===== src/hw/itt_map.svh =====
// Constants of the interval tick timer: offsets, fields, resets, counts.
// Assumes inclusion by its bare name from the package and the modules.
`ifndef ITT_MAP_SVH
`define ITT_MAP_SVH

// Control register address on the special-function register bus
`define ITT_CTRL_ADDR 8'h9c
`define ITT_CTRL_RESET 8'h00

// Field positions in the control register
`define ITT_FLAG_BIT 7
`define ITT_RUN_BIT 6
`define ITT_CLEAR_BIT 5
`define ITT_SEL_MSB 2
`define ITT_SEL_LSB 0

// Oscillator and base tick
`define ITT_OSC_MHZ 24
`define ITT_TICK_OSC_CYCLES 128
`define ITT_ACC_W 7
`define ITT_DIV_W 3

// Base tick spans of the 100 us pulse, longest first
`define ITT_SPAN_LONG 5'h13
`define ITT_SPAN_SHORT 5'h12
`define ITT_SHORT_PHASE 2'h3

// Lowest select value that runs the upper stage
`define ITT_UPPER_MIN_SEL 3'h3

// Pulses of 100 us per interval for the upper stage
`define ITT_PULSES_400US 6'h04
`define ITT_PULSES_800US 6'h08
`define ITT_PULSES_1MS 6'h0a
`define ITT_PULSES_2MS 6'h14
`define ITT_PULSES_5MS 6'h32

`endif


===== src/hw/itt_pkg.sv =====
// Types shared by the interval tick timer modules.
// Assumes itt_map.svh is on the include path.
`include "itt_map.svh"

package itt_pkg;

  // Interval select codes, in order from disabled to 5 ms
  typedef enum logic [2:0] {
    ITT_OFF,
    ITT_100US,
    ITT_200US,
    ITT_400US,
    ITT_800US,
    ITT_1MS,
    ITT_2MS,
    ITT_5MS
  } itt_interval_t;

  // Software-visible control state
  typedef struct packed {
    logic flag;
    logic run;
    itt_interval_t sel;
  } itt_ctrl_t;

  // Special-function register bus request
  typedef struct packed {
    logic [7:0] addr;
    logic [7:0] wdata;
    logic we;
    logic re;
  } itt_sfr_req_t;

endpackage : itt_pkg


===== src/hw/itt_interval_counter.sv =====
// Interval counter: 100 us pulse stage and the upper interval stage.
// Assumes one-cycle base tick pulses, synchronous to the system clock.
`timescale 1ns/10ps
`include "itt_map.svh"

module itt_interval_counter (
  input wire logic clk,
  input wire logic reset,
  input wire logic run,
  input wire logic clear,
  input wire logic tick,
  input wire itt_pkg::itt_interval_t sel,
  output logic pulse_100us,
  output logic interval_event
);

  logic [4:0] tick_cnt_reg;
  logic [1:0] phase_reg;
  logic [5:0] pulse_cnt_reg;
  logic [4:0] span_last;
  logic pulse_now;
  logic upper_run;
  logic upper_done;
  logic event_now;

  // Pulses of 100 us that make up one long interval
  function automatic logic [5:0] pulses_for(
    input itt_pkg::itt_interval_t s
  );
    case (s)
      itt_pkg::ITT_400US: pulses_for = `ITT_PULSES_400US;
      itt_pkg::ITT_800US: pulses_for = `ITT_PULSES_800US;
      itt_pkg::ITT_1MS: pulses_for = `ITT_PULSES_1MS;
      itt_pkg::ITT_2MS: pulses_for = `ITT_PULSES_2MS;
      itt_pkg::ITT_5MS: pulses_for = `ITT_PULSES_5MS;
      default: pulses_for = `ITT_PULSES_400US;
    endcase
  endfunction : pulses_for

  // Fourth span is one tick shorter, giving 18.75 ticks on average
  assign span_last = (phase_reg == `ITT_SHORT_PHASE) ?
                     (`ITT_SPAN_SHORT - 5'h01) : (`ITT_SPAN_LONG - 5'h01);
  assign pulse_now = run && tick && (tick_cnt_reg == span_last);
  assign upper_run = run && (sel >= `ITT_UPPER_MIN_SEL);
  assign upper_done = (pulse_cnt_reg == (pulses_for(sel) - 6'h01));

  always_comb begin
    case (sel)
      itt_pkg::ITT_OFF: event_now = 1'b0;
      itt_pkg::ITT_100US: event_now = pulse_now;
      itt_pkg::ITT_200US: event_now = pulse_now && phase_reg[0];
      default: event_now = pulse_now && upper_run && upper_done;
    endcase
  end

  // Lower stage: ticks within a span, and the span phase
  always_ff @(posedge clk) begin
    if (reset || clear) begin
      tick_cnt_reg <= 5'h00;
      phase_reg <= 2'h0;
    end else if (run && tick) begin
      if (pulse_now) begin
        tick_cnt_reg <= 5'h00;
        phase_reg <= phase_reg + 2'h1;
      end else begin
        tick_cnt_reg <= tick_cnt_reg + 5'h01;
      end
    end
  end

  // Upper stage: counts 100 us pulses for 400 us and longer
  always_ff @(posedge clk) begin
    if (reset || clear) begin
      pulse_cnt_reg <= 6'h00;
    end else if (pulse_now && upper_run) begin
      if (upper_done) begin
        pulse_cnt_reg <= 6'h00;
      end else begin
        pulse_cnt_reg <= pulse_cnt_reg + 6'h01;
      end
    end
  end

  always_ff @(posedge clk) begin
    if (reset) begin
      pulse_100us <= 1'b0;
      interval_event <= 1'b0;
    end else begin
      pulse_100us <= pulse_now && !clear;
      interval_event <= event_now && !clear;
    end
  end

endmodule : itt_interval_counter


===== src/hw/itt_timer.sv =====
// Interval tick timer: base tick prescaler, control register, flag.
// Assumes a synchronous register bus from the processor core, a one-cycle
// prescaler clear strobe from the clock generator register, and the
// system clock divide exponent as a level on SYS_DIV.
`timescale 1ns/10ps
`include "itt_map.svh"

module itt_timer #(
  parameter int ACC_W = `ITT_ACC_W,
  parameter int DIV_W = `ITT_DIV_W
) (
  input wire logic CLK,
  input wire logic RESET,
  input wire logic [7:0] SFR_ADDR,
  input wire logic [7:0] SFR_WDATA,
  input wire logic SFR_WE,
  input wire logic SFR_RE,
  input wire logic [DIV_W-1:0] SYS_DIV,
  input wire logic TICK_PRESCALER_CLEAR,
  output logic [7:0] SFR_RDATA,
  output logic BASE_TICK,
  output logic PULSE_100US,
  output logic IRQ
);

  itt_pkg::itt_sfr_req_t req;
  itt_pkg::itt_ctrl_t ctrl_reg;
  itt_pkg::itt_ctrl_t ctrl_next;

  logic ctrl_hit;
  logic ctrl_write;
  logic ctrl_read;
  logic counter_clear;

  logic [ACC_W-1:0] acc_reg;
  logic [ACC_W-1:0] acc_next;
  logic [ACC_W:0] acc_sum;
  logic tick_carry;
  logic base_tick_reg;

  logic pulse_100us;
  logic interval_event;

  logic [7:0] rdata_reg;
  logic [7:0] rdata_next;
  logic irq_reg;

  // Reset image of the control register, taken apart field by field
  localparam logic [7:0] ctrl_rst_val = `ITT_CTRL_RESET;

  // Oscillator cycles that one system clock cycle stands for
  function automatic logic [ACC_W:0] osc_per_cycle(
    input logic [DIV_W-1:0] div
  );
    logic [ACC_W:0] one;
    one = {{ACC_W{1'b0}}, 1'b1};
    osc_per_cycle = one << div;
  endfunction : osc_per_cycle

  // Control register image as software reads it
  function automatic logic [7:0] ctrl_image(
    input itt_pkg::itt_ctrl_t c
  );
    logic [7:0] v;
    v = 8'h00;
    v[`ITT_FLAG_BIT] = c.flag;
    v[`ITT_RUN_BIT] = c.run;
    v[`ITT_CLEAR_BIT] = 1'b0;
    v[`ITT_SEL_MSB:`ITT_SEL_LSB] = c.sel;
    ctrl_image = v;
  endfunction : ctrl_image

  // Bus request gathered into one carrier
  always_comb begin
    req.addr = SFR_ADDR;
    req.wdata = SFR_WDATA;
    req.we = SFR_WE;
    req.re = SFR_RE;
  end

  assign ctrl_hit = (req.addr == `ITT_CTRL_ADDR);
  assign ctrl_write = req.we && ctrl_hit;
  assign ctrl_read = req.re && ctrl_hit;

  // Clear strobe acts on the write cycle and is never stored
  assign counter_clear = ctrl_write && req.wdata[`ITT_CLEAR_BIT];

  // ------------------------------------------------------------------
  // Base tick prescaler
  // ------------------------------------------------------------------

  // Each system clock adds 2^div oscillator cycles; a carry out of the
  // 7-bit accumulator marks 128 oscillator cycles
  assign acc_sum = {1'b0, acc_reg} + osc_per_cycle(SYS_DIV);
  assign tick_carry = acc_sum[ACC_W];

  always_comb begin
    acc_next = acc_reg;
    if (TICK_PRESCALER_CLEAR) begin
      acc_next = {ACC_W{1'b0}};
    end else if (ctrl_reg.run) begin
      acc_next = acc_sum[ACC_W-1:0];
    end
  end

  always_ff @(posedge CLK) begin
    if (RESET) begin
      acc_reg <= {ACC_W{1'b0}};
    end else begin
      acc_reg <= acc_next;
    end
  end

  // Tick is high for one cycle per 128 oscillator cycles, suppressed while halted or cleared
  always_ff @(posedge CLK) begin
    if (RESET) begin
      base_tick_reg <= 1'b0;
    end else begin
      base_tick_reg <= ctrl_reg.run && tick_carry &&
                       !TICK_PRESCALER_CLEAR;
    end
  end

  // ------------------------------------------------------------------
  // Interval counter
  // ------------------------------------------------------------------

  itt_interval_counter u_counter (
    .clk(CLK),
    .reset(RESET),
    .run(ctrl_reg.run),
    .clear(counter_clear),
    .tick(base_tick_reg),
    .sel(ctrl_reg.sel),
    .pulse_100us(pulse_100us),
    .interval_event(interval_event)
  );

  // ------------------------------------------------------------------
  // Control register
  // ------------------------------------------------------------------

  always_comb begin
    ctrl_next = ctrl_reg;
    if (ctrl_write) begin
      ctrl_next.flag = req.wdata[`ITT_FLAG_BIT];
      ctrl_next.run = req.wdata[`ITT_RUN_BIT];
      ctrl_next.sel = itt_pkg::itt_interval_t'(
        req.wdata[`ITT_SEL_MSB:`ITT_SEL_LSB]);
    end
    // An elapsed interval beats a clearing write in the same cycle
    if (interval_event) begin
      ctrl_next.flag = 1'b1;
    end
  end

  always_ff @(posedge CLK) begin
    if (RESET) begin
      ctrl_reg.flag <= ctrl_rst_val[`ITT_FLAG_BIT];
      ctrl_reg.run <= ctrl_rst_val[`ITT_RUN_BIT];
      ctrl_reg.sel <= itt_pkg::itt_interval_t'(
        ctrl_rst_val[`ITT_SEL_MSB:`ITT_SEL_LSB]);
    end else begin
      ctrl_reg <= ctrl_next;
    end
  end

  // ------------------------------------------------------------------
  // Read data and outputs
  // ------------------------------------------------------------------

  // Read answer stands for one cycle; other addresses read zero
  always_comb begin
    rdata_next = 8'h00;
    if (ctrl_read) begin
      rdata_next = ctrl_image(ctrl_reg);
    end
  end

  always_ff @(posedge CLK) begin
    if (RESET) begin
      rdata_reg <= 8'h00;
    end else begin
      rdata_reg <= rdata_next;
    end
  end

  // Request line mirrors the flag with no extra delay
  always_ff @(posedge CLK) begin
    if (RESET) begin
      irq_reg <= 1'b0;
    end else begin
      irq_reg <= ctrl_next.flag;
    end
  end

  assign SFR_RDATA = rdata_reg;
  assign BASE_TICK = base_tick_reg;
  assign PULSE_100US = pulse_100us;
  assign IRQ = irq_reg;

endmodule : itt_timer


===== config.mk =====
export PLATFORM = sky130hd
export DESIGN_NAME = itt_timer
export DESIGN_NICKNAME = d
export VERILOG_FILES = /design/src/hw/itt_pkg.sv /design/src/hw/itt_interval_counter.sv /design/src/hw/itt_timer.sv
export VERILOG_INCLUDE_DIRS = /design/src /design/src/hw
export SDC_FILE = /design/constraint.sdc
export NUM_CORES = 1
export LEC_CHECK = 0
export ABC_CLOCK_PERIOD_IN_PS = 2850
export BUFFER_PORTS_ARGS = -buffer_cell sky130_fd_sc_hd__buf_2
export CAP_MARGIN = 20
export CORE_MARGIN = 5
export CORE_UTILIZATION = 35
export DETAILED_ROUTE_END_ITERATION = 8
export PLACE_DENSITY_LB_ADDON = 0.1
export SLEW_MARGIN = 5
export SYNTH_ARGS = -nofsm -noshare
export SYNTH_HDL_FRONTEND = slang
export SYNTH_HIERARCHICAL = 1
export SYNTH_SLANG_ARGS = --single-unit

===== constraint.sdc =====
create_clock -name CLK -period 2.85 [get_ports CLK]
set_input_delay 0.285 -clock CLK [delete_from_list [all_inputs] [get_ports CLK]]
set_output_delay 0.285 -clock CLK [all_outputs]
set_load 0.02 [all_outputs]

# Word-level counts from Yosys, hierarchy flattened
# Index checks and enable logic that the tools add are counted.
# W data, S select, Z words.
# totals
out_inout_bits,11
in_bits,24
ff_bits,36
word_cells,58
# op_classes
n_shift,1
order_cmp,1
n_reduce_logical,21
n_addsub,5
bitwise_logic,1
muxes,7
eq_ne,10
# op_table
operator,n
$pmux W6 S4,1
$logic_and A1 B1 Y1,13
$eq A3 B3 Y1 const B,4
$mux W5,2
$add A7 B8 Y8,1
$eq A8 B8 Y1 const B,1
$shl A1 B3 Y8 const A,1
$add A6 B1 Y6 const B,1
$eq A6 B6 Y1,1
$mux W6,1
$sub A6 B1 Y6 const B,1
$add A5 B1 Y5 const B,1
$eq A5 B5 Y1,1
$reduce_or A2 Y1,2
$eq A3 B1 Y1 const B,1
$eq A3 B2 Y1 const B,1
$ge A3 B2 Y1 const B,1
$logic_not A3 Y1,1
$pmux W1 S3,1
$add A2 B1 Y2 const B,1
$eq A2 B2 Y1 const B,1
$logic_not A1 Y1,2
$mux W2,1
$reduce_and A2 Y1,1
4 further kinds,4

# Depth between registers and ports, before layout
# Gate-level depths: netlist (run 1).
# logic_depth
word_depth,8
ltp_mapped,8
ltp_nobuf,8

# Modules after synthesis
# The synthesis (run 1) kept the hierarchy.
# by_module_without_submodules
module,area_per_inst_um2,seq_area_each_um2,cells_each,instances
itt_timer,1034.7,360.3,114,1
itt_interval_counter,887.1,300.3,102,1

# Worst setup path after synthesis (run 1)
# Ideal clock, no wire load.
# synth_path
path_type,input to register
start,input SYS_DIV[1]
end,register acc_reg[5]
path_buffers,0
setup_ns,0.117
stages,7
path_slack_ns,0.762
required_time_ns,2.733
arrival_time_ns,1.970
path_cell_list,or3b_2 -> inv_1 -> ha_1 -> a21oi_2 -> nor3_1 -> or4_1 -> a32o_1
# synth_between
elab_chain_len,2
# synth_rtl
item,line_no,rtl
"start, declared",itt_timer.sv:18,"input wire logic [DIV_W-1:0] SYS_DIV,"
$shl A1 B3 Y8,itt_timer.sv:57,osc_per_cycle = one << div;
$add A7 B8 Y8,itt_timer.sv:94,"assign acc_sum = {1'b0, acc_reg} + osc_per_cycle(SYS_DIV);"
"end signal, assigned",itt_timer.sv:108,acc_reg <= {ACC_W{1'b0}};
"end signal, assigned",itt_timer.sv:110,acc_reg <= acc_next;
"end, declared",itt_timer.sv:35,logic [ACC_W-1:0] acc_reg;
# No other way between the ends.
# A chain may end at the register's enable or synchronous reset.

# Worst setup path in the final report (run 1)
# layout_path
start,register ctrl_reg[2] (netlist name)
end,register u_counter.pulse_cnt_reg[3]
# layout_between
elab_chain_len,5
elab_cells_between_ends,11
classes_between,add/sub (1); order compare (1); eq/ne (5); mux (2); reduce/logical (2)
# layout_rtl
item,line_no,rtl
$eq A3 B3 Y1,itt_interval_counter.sv:30,case (s)
$pmux W6 S4,itt_interval_counter.sv:30,
$sub A6 B1 Y6,itt_interval_counter.sv:45,assign upper_done = (pulse_cnt_reg == (pulses_for(sel) - 6'h01));
$eq A6 B6 Y1,itt_interval_counter.sv:45,
$mux W6,itt_interval_counter.sv:76,if (upper_done) begin
"end signal, assigned",itt_interval_counter.sv:79,pulse_cnt_reg <= pulse_cnt_reg + 6'h01;
"end, declared",itt_interval_counter.sv:19,logic [5:0] pulse_cnt_reg;
# Several ways; a longest one is shown, not always the timed one.

==> results of run 1 <==
## through the flow
stage               cell area [sq um]  util (%)  worst slack, ns  hold slack [ns]
finish                           2250      41.6            0.676            0.229
detailed placement               2140      39.5            0.503            0.453
global placement                 2140      39.5            0.524            0.453
CTS                              2250      41.6            0.659            0.221
floorplan                        1930         -            0.762            0.364
global route                     2250      41.6            0.393            0.249
## final cells by class
cell class                 count  area share [%]
clock buffer                   5            3.06
clock inverter                 3            2.06
inverter                       9            2.11
multi-input combinational    168            52.3
sequential                    33            29.3
tap                           72            4.00
timing repair buffer          31            7.12
## cell families (layout without fill, tap and decap cells)
kind of cell,count (synthesis),after routing,synth area share [%]
AND/OR/NAND/NOR,96,96,28.1
AO/OA/AOI/OAI,40,40,16.1
flip-flops,33,33,34.4
buffers and inverters,17,48,4.75
adder cells (fa/ha/maj),12,12,8.20
XOR/XNOR,9,9,4.10
multiplexers,8,8,4.17
other,1,3,0.195
## power by group
group | internal [uW] | switching, uW
Combinational | 29.5 | 35.4
Sequential | 466 | 8.63
Clock | 262 | 186
## synthesized netlist by cell type (2+ instances only)
library cell                count
sky130_fd_sc_hd__o22ai_1        3
sky130_fd_sc_hd__a21oi_1        7
sky130_fd_sc_hd__clkbuf_1       2
sky130_fd_sc_hd__nor3_1         9
sky130_fd_sc_hd__xnor2_1        3
sky130_fd_sc_hd__nor3b_1        3
sky130_fd_sc_hd__buf_4          3
sky130_fd_sc_hd__o2111ai_1      2
sky130_fd_sc_hd__ha_1          11
sky130_fd_sc_hd__and4bb_2       2
sky130_fd_sc_hd__and2_1         9
sky130_fd_sc_hd__nand2_1       17
sky130_fd_sc_hd__nand4_1        2
sky130_fd_sc_hd__nand3_1       10
sky130_fd_sc_hd__o21ai_0        3
sky130_fd_sc_hd__dfxtp_1       33
sky130_fd_sc_hd__o21a_1         2
sky130_fd_sc_hd__a2111oi_0      2
sky130_fd_sc_hd__mux2i_1        8
sky130_fd_sc_hd__nor2_1        22
sky130_fd_sc_hd__a32o_1         2
sky130_fd_sc_hd__o211ai_1       2
sky130_fd_sc_hd__o31ai_1        3
sky130_fd_sc_hd__or2_2          2
sky130_fd_sc_hd__buf_2          2
sky130_fd_sc_hd__xor2_1         6
sky130_fd_sc_hd__and3b_1        3
sky130_fd_sc_hd__or3_1          3
sky130_fd_sc_hd__nor2b_1        3
sky130_fd_sc_hd__inv_1          8
sky130_fd_sc_hd__o21ai_1        2
## routing by layer
metal	wire length (um)	GRT usage, %
met5	0	0
met4	78	4.97
met3	194	3.85
met2	1800	18.5
met1	2060	16.5
## worst min path at each step
stage | from | cells after the start | end
floorplan | TICK_PRESCALER_CLEAR | 1 | acc_reg[0]
global placement | acc_reg[6] | 2 | acc_reg[6]
detailed placement | acc_reg[6] | 2 | acc_reg[6]
CTS | SFR_WDATA[0] | 3 | ctrl_reg[0]
global route | SFR_WDATA[6] | 3 | ctrl_reg[3]
finish | SFR_WDATA[0] | 3 | ctrl_reg[0]
## worst reg2reg max path, stage by stage (launching register included)
cell,delay (ns)
sky130_fd_sc_hd__dfxtp_1,0.53
sky130_fd_sc_hd__a21boi_0,0.22
sky130_fd_sc_hd__ha_1,0.18
sky130_fd_sc_hd__xor2_1,0.17
sky130_fd_sc_hd__o21ai_0,0.11
sky130_fd_sc_hd__o2111ai_1,0.11
sky130_fd_sc_hd__buf_4,0.18
sky130_fd_sc_hd__or4b_1,0.43
sky130_fd_sc_hd__a31oi_1,0.17
==> flow_summary.rst, run 1 <==
.. list-table::
   :header-rows: 1

   * - Metric
     - Value
   * - Vias
     - 1,586
   * - Min-delay worst type
     - primary input to flop
   * - Count of cell instances traversed by the critical path
     - 8
   * - Final-stage net count
     - 284
   * - Critical Path AT
     - 2.39 ns
   * - Syn_area_per_cell
     - 8.90 sq um
   * - Actual transition at the worst max-transition pin
     - 0.515 ns
   * - Most frequent standard cell in the layout excluding fill and tap cells
     - sky130_fd_sc_hd__dfxtp_1
   * - Overall power of the completed layout
     - 987 uW
   * - IO Pins
     - 35
   * - Pre-Repair DR Iteration Count
     - 4
   * - Peak clock frequency supported by timing
     - 0.460 GHz
   * - Number of filler instances in the final layout
     - 571
   * - Largest voltage drop on the vdd net
     - 294 uV
   * - Cells traversed along the worst timing path
     - a21boi_0 -> ha_1 -> xor2_1 -> o21ai_0 -> o2111ai_1 -> buf_4 -> or4b_1 -> a31oi_1
   * - Category of the worst setup path capture point
     - flop
   * - Clock Sink Count
     - 33
   * - Reg2reg end
     - u_counter/pulse_cnt_reg[3]
   * - Critical Path Slowest Stage Cell
     - sky130_fd_sc_hd__dfxtp_1
   * - Delay of the slowest cell on the worst path
     - 0.53 ns
   * - Cell count after placement
     - 313
   * - Unrepaired setup endpoints after global routing
     - false
   * - Number of core rows
     - 27
   * - Global-route wire length before repair
     - 7220 um
   * - Number of clock buffers inserted by TritonCTS
     - 5
   * - # hold bufs at CTS
     - 0
   * - Flip-flop cell with the highest count after synthesis
     - sky130_fd_sc_hd__dfxtp_1
   * - Number of max-capacitance violations reported
     - 0
   * - Buffers added on ports
     - 29
   * - Top Family by Delay on Critical Path
     - compound AO/OA/AOI/OAI gates
   * - Overall die area
     - 0.00707 sq mm
   * - Type of the worst setup path
     - flop to flop
   * - Largest net degree at the start of global routing
     - 14
   * - Reg2Reg Launch Point
     - ctrl_reg[2]
   * - Critical path buffer and inverter count
     - 1
   * - Power Dens Cells
     - 439 mW/mm^2
   * - Overall routed net length
     - 4130 um
   * - Sequential-to-total area share from yosys stat
     - 34.4%
   * - Number of antenna violations at the first check in global routing
     - 0
   * - Horizontal extent of the die
     - 84.1 um
   * - Buffers from clock root to sink, at most
     - 2
   * - Critical Path End
     - u_counter/pulse_cnt_reg[3]
   * - Final ANT Viol Nets
     - 0
   * - Std-Cell Core Area
     - 0.00541 sq mm
   * - Vias in the first global route
     - 1,541
   * - Count of instances resized after the clock tree is built
     - 0
   * - Fraction of final layout cells sized beyond drive strength 1
     - 20.9%
   * - Commonest non-fill, non-tap cells in the layout
     - 33 x sky130_fd_sc_hd__dfxtp_1, 29 x sky130_fd_sc_hd__buf_2, 22 x sky130_fd_sc_hd__nor2_1
   * - Endpoints failing setup
     - 0
   * - Outcome
     - complete, no violations
   * - Flip-flop count of the largest register, all copies and words added
     - 7
   * - Number of antenna cells inserted
     - 0
   * - Maximum fanout along the worst path
     - 11
   * - Non-filler instance count after layout
     - 321
   * - Required time of the critical path
     - 3.07 ns
   * - Synthesized flop and latch total
     - 33
   * - Residual DRC
     - 0
   * - Summed instance area of the synthesized netlist
     - 0.00192 sq mm
   * - Yosys top cell by area
     - sky130_fd_sc_hd__dfxtp_1
   * - Final Max Slew Viols
     - 0
   * - Routed wire per std cell
     - 12.9 um
   * - Fin Setup TNS
     - 0 ns
   * - Crit path launch
     - ctrl_reg[2]
   * - Clock latency on the worst-skew pair
     - 0.29 ns
   * - Global placement routability congestion
     - 0.809
   * - R2R Setup Slk
     - 0.68 ns
   * - Count of flip-flops with a built-in enable after synthesis
     - 0
   * - Leakage dissipation
     - 0.000956 uW
   * - Initial Util
     - 35.6%
   * - Detailed-route vias per instance
     - 4.94
   * - Signed area change from the synthesized netlist to the final layout
     - 17.1%
   * - Number of endpoints with negative hold slack in the final report
     - 0
   * - Top cells by area in the synthesized netlist
     - sky130_fd_sc_hd__dfxtp_1 34%, sky130_fd_sc_hd__ha_1 7.2%, sky130_fd_sc_hd__nor2_1 4.3%, sky130_fd_sc_hd__mux2i_1 4.2%, sky130_fd_sc_hd__nand2_1 3.3%
   * - Mapped Cells
     - 216
   * - Register area
     - 661 sq um
   * - Launching element type of the critical path
     - flop
   * - Multi-input combinational cell area
     - 0.00118 sq mm
   * - Worst-case reg-to-reg path depth
     - 8
   * - Number of distinct library cells after synthesis
     - 58
   * - Half-perimeter wire length after placement
     - 3110 um
   * - Gr usage total
     - 12.4%
   * - CTS tree
     - built
   * - Final period util
     - 76.3%
   * - Clock-pin slew on the worst setup and hold paths
     - 0.08 ns
   * - Slew headroom
     - 65.5%
   * - Library cell used as clock root buffer
     - sky130_fd_sc_hd__clkbuf_8
   * - Total congestion overflow
     - 0
   * - Worst-case clock skew
     - 0.0106 ns
   * - Time the final worst path needs with I/O delays and setup
     - 2.17 ns
   * - Postcts setup bufs
     - 0
   * - Iteration-0 DRC count of the detailed router
     - 32
   * - Yosys synthesis warning count
     - 6
   * - Yosys top cell area share
     - 34.4%
   * - CTS H-tree depth
     - 2
   * - Overall die height
     - 84.1 um
   * - Async set-reset flop share out of synthesis
     - 0%
Power figures use the tool's default switching activity.
==> run 2, diff against run 1 <==
--- a/config.mk
+++ b/config.mk
@@ -6,7 +6,7 @@
 export SDC_FILE = /design/constraint.sdc
 export NUM_CORES = 1
 export LEC_CHECK = 0
-export ABC_CLOCK_PERIOD_IN_PS = 2850
+export ABC_CLOCK_PERIOD_IN_PS = 1950
 export BUFFER_PORTS_ARGS = -buffer_cell sky130_fd_sc_hd__buf_2
 export CAP_MARGIN = 20
 export CORE_MARGIN = 5
==> constraint.sdc (replaced) <==
create_clock -name CLK -period 1.95 [get_ports CLK]
set_input_delay 0.195 -clock CLK [delete_from_list [all_inputs] [get_ports CLK]]
set_output_delay 0.195 -clock CLK [all_outputs]
set_load 0.02 [all_outputs]
==> run 2 against run 1 <==
Sequential share of layout area decreased by 2.3 points. Critical path depth is 2 lower. Cell area increased by 9.4%. Critical path type unchanged. Largest power group unchanged.
==> flow_summary.rst, run 2 (same netlist as run 1, synthesis figures left out) <==
.. list-table::
   :header-rows: 1

   * - Metric
     - Value
   * - Min-delay worst type
     - primary input to flop
   * - Overall die area
     - 0.00707 sq mm (unchanged)
   * - Category of the worst setup path capture point
     - flop
   * - Overall die height
     - 84.1 um (unchanged)
   * - Number of antenna cells inserted
     - 0 (unchanged)
   * - Fraction of final layout cells sized beyond drive strength 1
     - 30.3% (+9.4 points)
   * - Gr usage total
     - 13.0% (+0.66 points)
   * - Routed wire per std cell
     - 12.5 um (-2.7%)
   * - Worst-case clock skew
     - 0.0105 ns (-0.000129 ns)
   * - Instance count along the most critical hold path
     - 2 (-1)
   * - Buffers from clock root to sink, at most
     - 2 (unchanged)
   * - Pre-Repair DR Iteration Count
     - 4 (unchanged)
   * - Horizontal extent of the die
     - 84.1 um (unchanged)
   * - Residual DRC
     - 0 (unchanged)
   * - Number of endpoints with negative hold slack in the final report
     - 0 (unchanged)
   * - IO Pins
     - 35 (unchanged)
   * - Setup slack of the critical path after layout
     - 0.113 ns (-0.563 ns)
   * - Unrepaired setup endpoints after global routing
     - true
   * - Largest voltage drop on the vdd net
     - 342 uV (+16%)
   * - Most frequent standard cell in the layout excluding fill and tap cells
     - sky130_fd_sc_hd__dfxtp_1
   * - Delay of the slowest cell on the worst path
     - 0.46 ns (-0.07 ns)
   * - Register area
     - 667 sq um (+0.95%)
   * - Routing usage on met2
     - 21.2% (+2.7 points)
   * - Reg2Reg Launch Point
     - u_counter/phase_reg[0]
   * - Cells traversed along the worst timing path
     - ha_4 -> and3b_4 -> o2111ai_4 -> or2_1 -> or4b_1 -> a31oi_1
   * - Top Family by Delay on Critical Path
     - simple AND/OR/NAND/NOR gates
   * - Detailed-route vias per instance
     - 4.86 (-1.6%)
   * - Final period util
     - 94.2% (+18 points)
   * - Critical Path AT
     - 2.05 ns (-0.34 ns)
   * - Time the final worst path needs with I/O delays and setup
     - 1.84 ns (-0.337 ns)
   * - Global-route wire length before repair
     - 7670 um (+6.1%)
   * - Final Max Slew Viols
     - 0 (unchanged)
   * - Peak clock frequency supported by timing
     - 0.544 GHz (+18%)
   * - Multi-input combinational cell area
     - 0.00122 sq mm (+3.4%)
   * - Largest net degree at the start of global routing
     - 14 (unchanged)
   * - Std-Cell Core Area
     - 0.00541 sq mm (unchanged)
   * - Post-route worst hold slack
     - 0.129 ns (-0.100 ns)
   * - Final ANT Viol Nets
     - 0 (unchanged)
   * - Required time of the critical path
     - 2.17 ns (-0.90 ns)
   * - Number of clock buffers inserted by TritonCTS
     - 5 (unchanged)
   * - Number of max-capacitance violations reported
     - 0 (unchanged)
   * - Commonest non-fill, non-tap cells in the layout
     - 30 x sky130_fd_sc_hd__dfxtp_1, 29 x sky130_fd_sc_hd__buf_2, 24 x sky130_fd_sc_hd__buf_4
   * - Initial Util
     - 35.6% (unchanged)
   * - Iteration-0 DRC count of the detailed router
     - 67 (+110%)
   * - Vias in the first global route
     - 1,683 (+9.2%)
   * - # hold bufs at CTS
     - 0 (unchanged)
   * - Flip-flop count of the largest register, all copies and words added
     - 7 (unchanged)
   * - CTS H-tree depth
     - 2 (unchanged)
   * - Number of filler instances in the final layout
     - 549 (-3.9%)
   * - Clock-pin slew on the worst setup and hold paths
     - 0.08 ns (about the same)
   * - Launching element type of the critical path
     - flop
   * - Routing usage on met3
     - 3.26% (-0.59 points)
   * - Number of antenna violations at the first check in global routing
     - 0 (unchanged)
   * - Count of cell instances traversed by the critical path
     - 6 (-2)
   * - Worst slack, placed
     - -0.121 ns (-0.625 ns)
   * - Leakage dissipation
     - 0.00106 uW (+11%)
   * - Routing layer with the top usage in global route
     - met2
   * - Met1 track utilization from global routing
     - 16.8% (+0.35 points)
   * - Final-stage net count
     - 306 (+7.7%)
   * - Maximum fanout along the worst path
     - 2 (-9)
   * - Buffers added on ports
     - 29 (unchanged)
   * - Type of the worst setup path
     - flop to flop
   * - Total congestion overflow
     - 0 (unchanged)
   * - Signed area change from the synthesized netlist to the final layout
     - 28.1%
   * - Hold EP
     - acc_reg[0]
   * - Overall routed net length
     - 4290 um (+3.9%)
   * - Critical path buffer and inverter count
     - 0 (-1)
   * - Outcome
     - complete, no violations
   * - Clock Sink Count
     - 33 (unchanged)
   * - Global placement routability congestion
     - 0.737 (-8.9%)
   * - Number of core rows
     - 27 (unchanged)
   * - Half-perimeter wire length after placement
     - 3350 um (+8.0%)
   * - Worst Hold Launch
     - TICK_PRESCALER_CLEAR
   * - Postcts setup bufs
     - 0 (unchanged)
   * - R2R Setup Slk
     - 0.11 ns (-0.56 ns)
   * - Reg2reg end
     - u_counter/pulse_cnt_reg[3]
   * - Vias
     - 1,668 (+5.2%)
   * - Worst-case reg-to-reg path depth
     - 6 (-2)
   * - Power Dens Cells
     - 592 mW/mm^2 (+35%)
   * - Clock latency on the worst-skew pair
     - 0.29 ns (about the same)
   * - Critical Path Slowest Stage Cell
     - sky130_fd_sc_hd__or4b_1
   * - Endpoints failing setup
     - 0 (unchanged)
   * - CTS tree
     - built
   * - Library cell used as clock root buffer
     - sky130_fd_sc_hd__clkbuf_8
-- run 2: final cells by class --
cell class | instances | share of cell area (%)
inverter | 9 | 1.93
tap | 72 | 3.66
clock buffer | 5 | 2.79
sequential | 33 | 27.1
multi-input combinational | 168 | 49.4
clock inverter | 3 | 1.88
timing repair buffer | 53 | 13.2
-- run 2: routing by layer --
layer	share of wire [%]	wire length, um
met3	3.6	154
met5	0	0
met1	47	2040
met2	48	2080
met4	0.61	26
-- run 2: worst reg2reg max path, stage by stage, from the launching register on --
cell	delay, ns
sky130_fd_sc_hd__dfxtp_1	0.37
sky130_fd_sc_hd__ha_4	0.16
sky130_fd_sc_hd__and3b_4	0.21
sky130_fd_sc_hd__o2111ai_4	0.14
sky130_fd_sc_hd__or2_1	0.25
sky130_fd_sc_hd__or4b_1	0.46
sky130_fd_sc_hd__a31oi_1	0.18
-- run 2: power by group --
group | switching [uW] | internal [uW]
Clock | 273 | 382
Sequential | 12.9 | 680
Combinational | 54.7 | 54.3
-- run 2: through the flow --
step                      util, %  setup TNS [ns]  power, uW  instance area [sq um]  cells
after floorplan                 -               0        771                   1940    218
after global placement       42.7          -0.180        817                   2310    335
after detailed placement     42.7          -0.240        818                   2310    335
after CTS                    44.9               0       1480                   2430    343
after global routing         45.6        -0.00275       1530                   2460    343
final                        45.6               0       1460                   2460    343
-- run 2: how the worst max path moves through the flow --
stage	start	endpoint	slack, ns
5_1_grt	ctrl_reg[2]	u_counter/pulse_cnt_reg[3]	-0.003
4_1_cts	u_counter/phase_reg[0]	u_counter/pulse_cnt_reg[3]	0.03
3_3_place_gp	SYS_DIV[0]	acc_reg[6]	-0.09
3_5_place_dp	SYS_DIV[1]	acc_reg[6]	-0.12
6_report	u_counter/phase_reg[0]	u_counter/pulse_cnt_reg[3]	0.11
2_1_floorplan	ctrl_reg[2]	u_counter/pulse_cnt_reg[3]	0.02
-- run 2: timing repair --
item,CTS,global route
setup endpoints to repair,1,2
resized for setup,1,10
pin swaps,0,2
==> run 3, diff against run 2 <==
--- a/config.mk
+++ b/config.mk
@@ -10,7 +10,7 @@
 export BUFFER_PORTS_ARGS = -buffer_cell sky130_fd_sc_hd__buf_2
 export CAP_MARGIN = 20
 export CORE_MARGIN = 5
-export CORE_UTILIZATION = 35
+export CORE_UTILIZATION = 40
 export DETAILED_ROUTE_END_ITERATION = 8
 export PLACE_DENSITY_LB_ADDON = 0.1
 export SLEW_MARGIN = 5
==> run 3 against run 2 <==
Final cell count fell by 5.0%. Worst hold slack gained 0.011 ns. First-iteration DRC count down 1.5%. Critical endpoint unchanged. Largest cell class unchanged. Largest power group unchanged. Highest routed layer unchanged.
==> flow_summary.rst, run 3 (same netlist as run 1, synthesis figures left out) <==
.. list-table::
   :header-rows: 1

   * - Metric
     - Value
   * - Number of endpoints with negative hold slack in the final report
     - 0 (unchanged)
   * - Utilization after layout
     - 51.4% (+5.9 points)
   * - Worst Hold Launch
     - TICK_PRESCALER_CLEAR
   * - Peak clock frequency supported by timing
     - 0.542 GHz (-0.49%)
   * - Multi-input combinational cell area
     - 0.00120 sq mm (-1.0%)
   * - Min-delay worst type
     - primary input to flop
   * - Critical Path AT
     - 2.06 ns (about the same)
   * - Initial Util
     - 41.0% (+5.4 points)
   * - Flip-flop count of the largest register, all copies and words added
     - 7 (unchanged)
   * - Buffers from clock root to sink, at most
     - 2 (unchanged)
   * - Reg2Reg Launch Point
     - u_counter/phase_reg[0]
   * - Overall routed net length
     - 4240 um (-1.3%)
   * - CTS tree
     - built
   * - Commonest non-fill, non-tap cells in the layout
     - 31 x sky130_fd_sc_hd__dfxtp_1, 29 x sky130_fd_sc_hd__buf_2, 26 x sky130_fd_sc_hd__buf_4
   * - Type of the worst setup path
     - flop to flop
   * - Half-perimeter wire length after placement
     - 3340 um (-0.59%)
   * - Routed wire per std cell
     - 13.0 um (+3.9%)
   * - Vias
     - 1,670 (+0.12%)
   * - Clock-pin slew on the worst setup and hold paths
     - 0.07 ns (about the same)
   * - Instance count along the most critical hold path
     - 2 (unchanged)
   * - Number of clock buffers inserted by TritonCTS
     - 5 (unchanged)
   * - Vias in the first global route
     - 1,705 (+1.3%)
   * - Horizontal extent of the die
     - 79.3 um (-5.7%)
   * - Pre-Repair DR Iteration Count
     - 4 (unchanged)
   * - Final period util
     - 94.7% (+0.47 points)
   * - Slew headroom
     - 67.1%
   * - Actual transition at the worst max-transition pin
     - 0.489 ns
   * - Time the final worst path needs with I/O delays and setup
     - 1.85 ns (+0.00910 ns)
   * - Global-route wire length before repair
     - 7510 um (-2.0%)
   * - Hold EP
     - acc_reg[2]
   * - Number of filler instances in the final layout
     - 456 (-17%)
   * - Most frequent standard cell in the layout excluding fill and tap cells
     - sky130_fd_sc_hd__dfxtp_1
   * - Largest voltage drop on the vdd net
     - 343 uV (+0.43%)
   * - Power Dens Cells
     - 557 mW/mm^2 (-5.9%)
   * - Residual DRC
     - 0 (unchanged)
   * - Fraction of final layout cells sized beyond drive strength 1
     - 29.8% (-0.48 points)
   * - Reg2reg end
     - u_counter/pulse_cnt_reg[3]
   * - Overall die height
     - 79.3 um (-5.7%)
   * - Overall die area
     - 0.00629 sq mm (-11%)
   * - Iteration-0 DRC count of the detailed router
     - 66 (-1.5%)
   * - Endpoints failing setup
     - 0 (unchanged)
   * - Final Max Slew Viols
     - 0 (unchanged)
   * - Final-stage net count
     - 308 (+0.65%)
   * - Launching element type of the critical path
     - flop
   * - Outcome
     - complete, no violations
   * - Number of antenna violations at the first check in global routing
     - 0 (unchanged)
   * - Signed area change from the synthesized netlist to the final layout
     - 25.6%
   * - IO Pins
     - 35 (unchanged)
   * - R2R Setup Slk
     - 0.10 ns (about the same)
   * - # hold bufs at CTS
     - 0 (unchanged)
   * - Clock Sink Count
     - 33 (unchanged)
   * - Total congestion overflow
     - 0 (unchanged)
   * - Number of max-capacitance violations reported
     - 0 (unchanged)
   * - Library cell used as clock root buffer
     - sky130_fd_sc_hd__clkbuf_8
   * - Maximum fanout along the worst path
     - 3 (+1)
   * - Worst-case clock skew
     - 0.00861 ns (-0.00189 ns)
   * - Gr usage total
     - 15.2% (+2.2 points)
   * - Std-Cell Core Area
     - 0.00469 sq mm (-13%)
   * - Category of the worst setup path capture point
     - flop
   * - Detailed-route vias per instance
     - 5.12 (+5.3%)
   * - Final ANT Viol Nets
     - 0 (unchanged)
   * - CTS H-tree depth
     - 2 (unchanged)
   * - Required time of the critical path
     - 2.16 ns (about the same)
   * - Worst-case reg-to-reg path depth
     - 6 (unchanged)
   * - Number of antenna cells inserted
     - 0 (unchanged)
   * - Number of core rows
     - 25 (-7.4%)
   * - Register area
     - 663 sq um (-0.56%)
   * - Buffers added on ports
     - 29 (unchanged)
   * - Leakage dissipation
     - 0.00106 uW (+0.22%)
   * - Clock latency on the worst-skew pair
     - 0.29 ns (about the same)
   * - Post-route worst hold slack
     - 0.139 ns (+0.0106 ns)
   * - Global placement routability congestion
     - 0.715 (-2.9%)
   * - Largest net degree at the start of global routing
     - 14 (unchanged)
   * - Overall power of the completed layout
     - 1350 uW (-7.7%)
==> run 3: changes by cell type in the layout (fill, tap and decap cells not counted), sizes merged <==
cell	delta
buf	+2
clkinv	-1
bufinv	-1
clkbuf	+1
==> run 3: power breakdown <==
group	leakage [uW]	total, uW	internal [uW]	switching, uW
Combinational	0.000752	114	57.8	55.9
Clock	0.0000433	536	279	257
Sequential	0.000267	695	682	13.7
Total	0.00106	1350	1020	327
==> run 3: repair_timing <==
action                     CTS  global route
buffers inserted             0             0
setup endpoints to repair    1             1
pin swaps                    0             2
gates cloned                 0             0
resized for setup            1             6
==> run 3: cell type report <==
type / instances / share of cell area [%]
well taps: 54 / 2.80
clock buffers: 6 / 3.42
clock inverters: 1 / 0.311
flip-flops and latches: 33 / 27.5
inverters: 9 / 1.97
multi-input cells: 168 / 49.9
repair buffers: 55 / 14.1
==> run 3: through the flow <==
step / std cells / setup slack [ns] / TNS (ns) / area [sq um]
floorplan: 218 / 0.0160 / 0 / 1940
global placement: 319 / -0.0987 / -0.144 / 2300
detailed placement: 319 / -0.127 / -0.216 / 2300
CTS: 326 / 0.00444 / 0 / 2390
global route: 326 / -0.00342 / -0.00342 / 2410
finish: 326 / 0.104 / 0 / 2410
==> run 3: worst max-delay path, stage by stage, from the launching register on <==
cell and delay (ns):
sky130_fd_sc_hd__dfxtp_2 0.34, sky130_fd_sc_hd__ha_2 0.20, sky130_fd_sc_hd__nor3b_4 0.25, sky130_fd_sc_hd__o2111ai_4 0.13
sky130_fd_sc_hd__or2_4 0.26, sky130_fd_sc_hd__or4b_1 0.46, sky130_fd_sc_hd__a31oi_1 0.14
==> run 3: how the worst max path moves through the flow <==
stage,start,cells past startpoint,endpoint
after CTS,u_counter/phase_reg[0],6,u_counter/pulse_cnt_reg[3]
after global routing,u_counter/phase_reg[0],6,u_counter/pulse_cnt_reg[3]
final,u_counter/phase_reg[0],6,u_counter/pulse_cnt_reg[3]
after floorplan,ctrl_reg[2],8,u_counter/pulse_cnt_reg[3]
after global placement,SYS_DIV[1],8,acc_reg[5]
after detailed placement,SYS_DIV[1],8,acc_reg[5]
==> run 3: layer usage <==
metal	global-route usage [%]	vias to the layer above	share of wire (%)
li1	-	883	-
met1	17.1	766	43
met2	27.6	15	53
met3	4.08	6	2.6
met4	4.98	0	1.3
met5	0	-	0
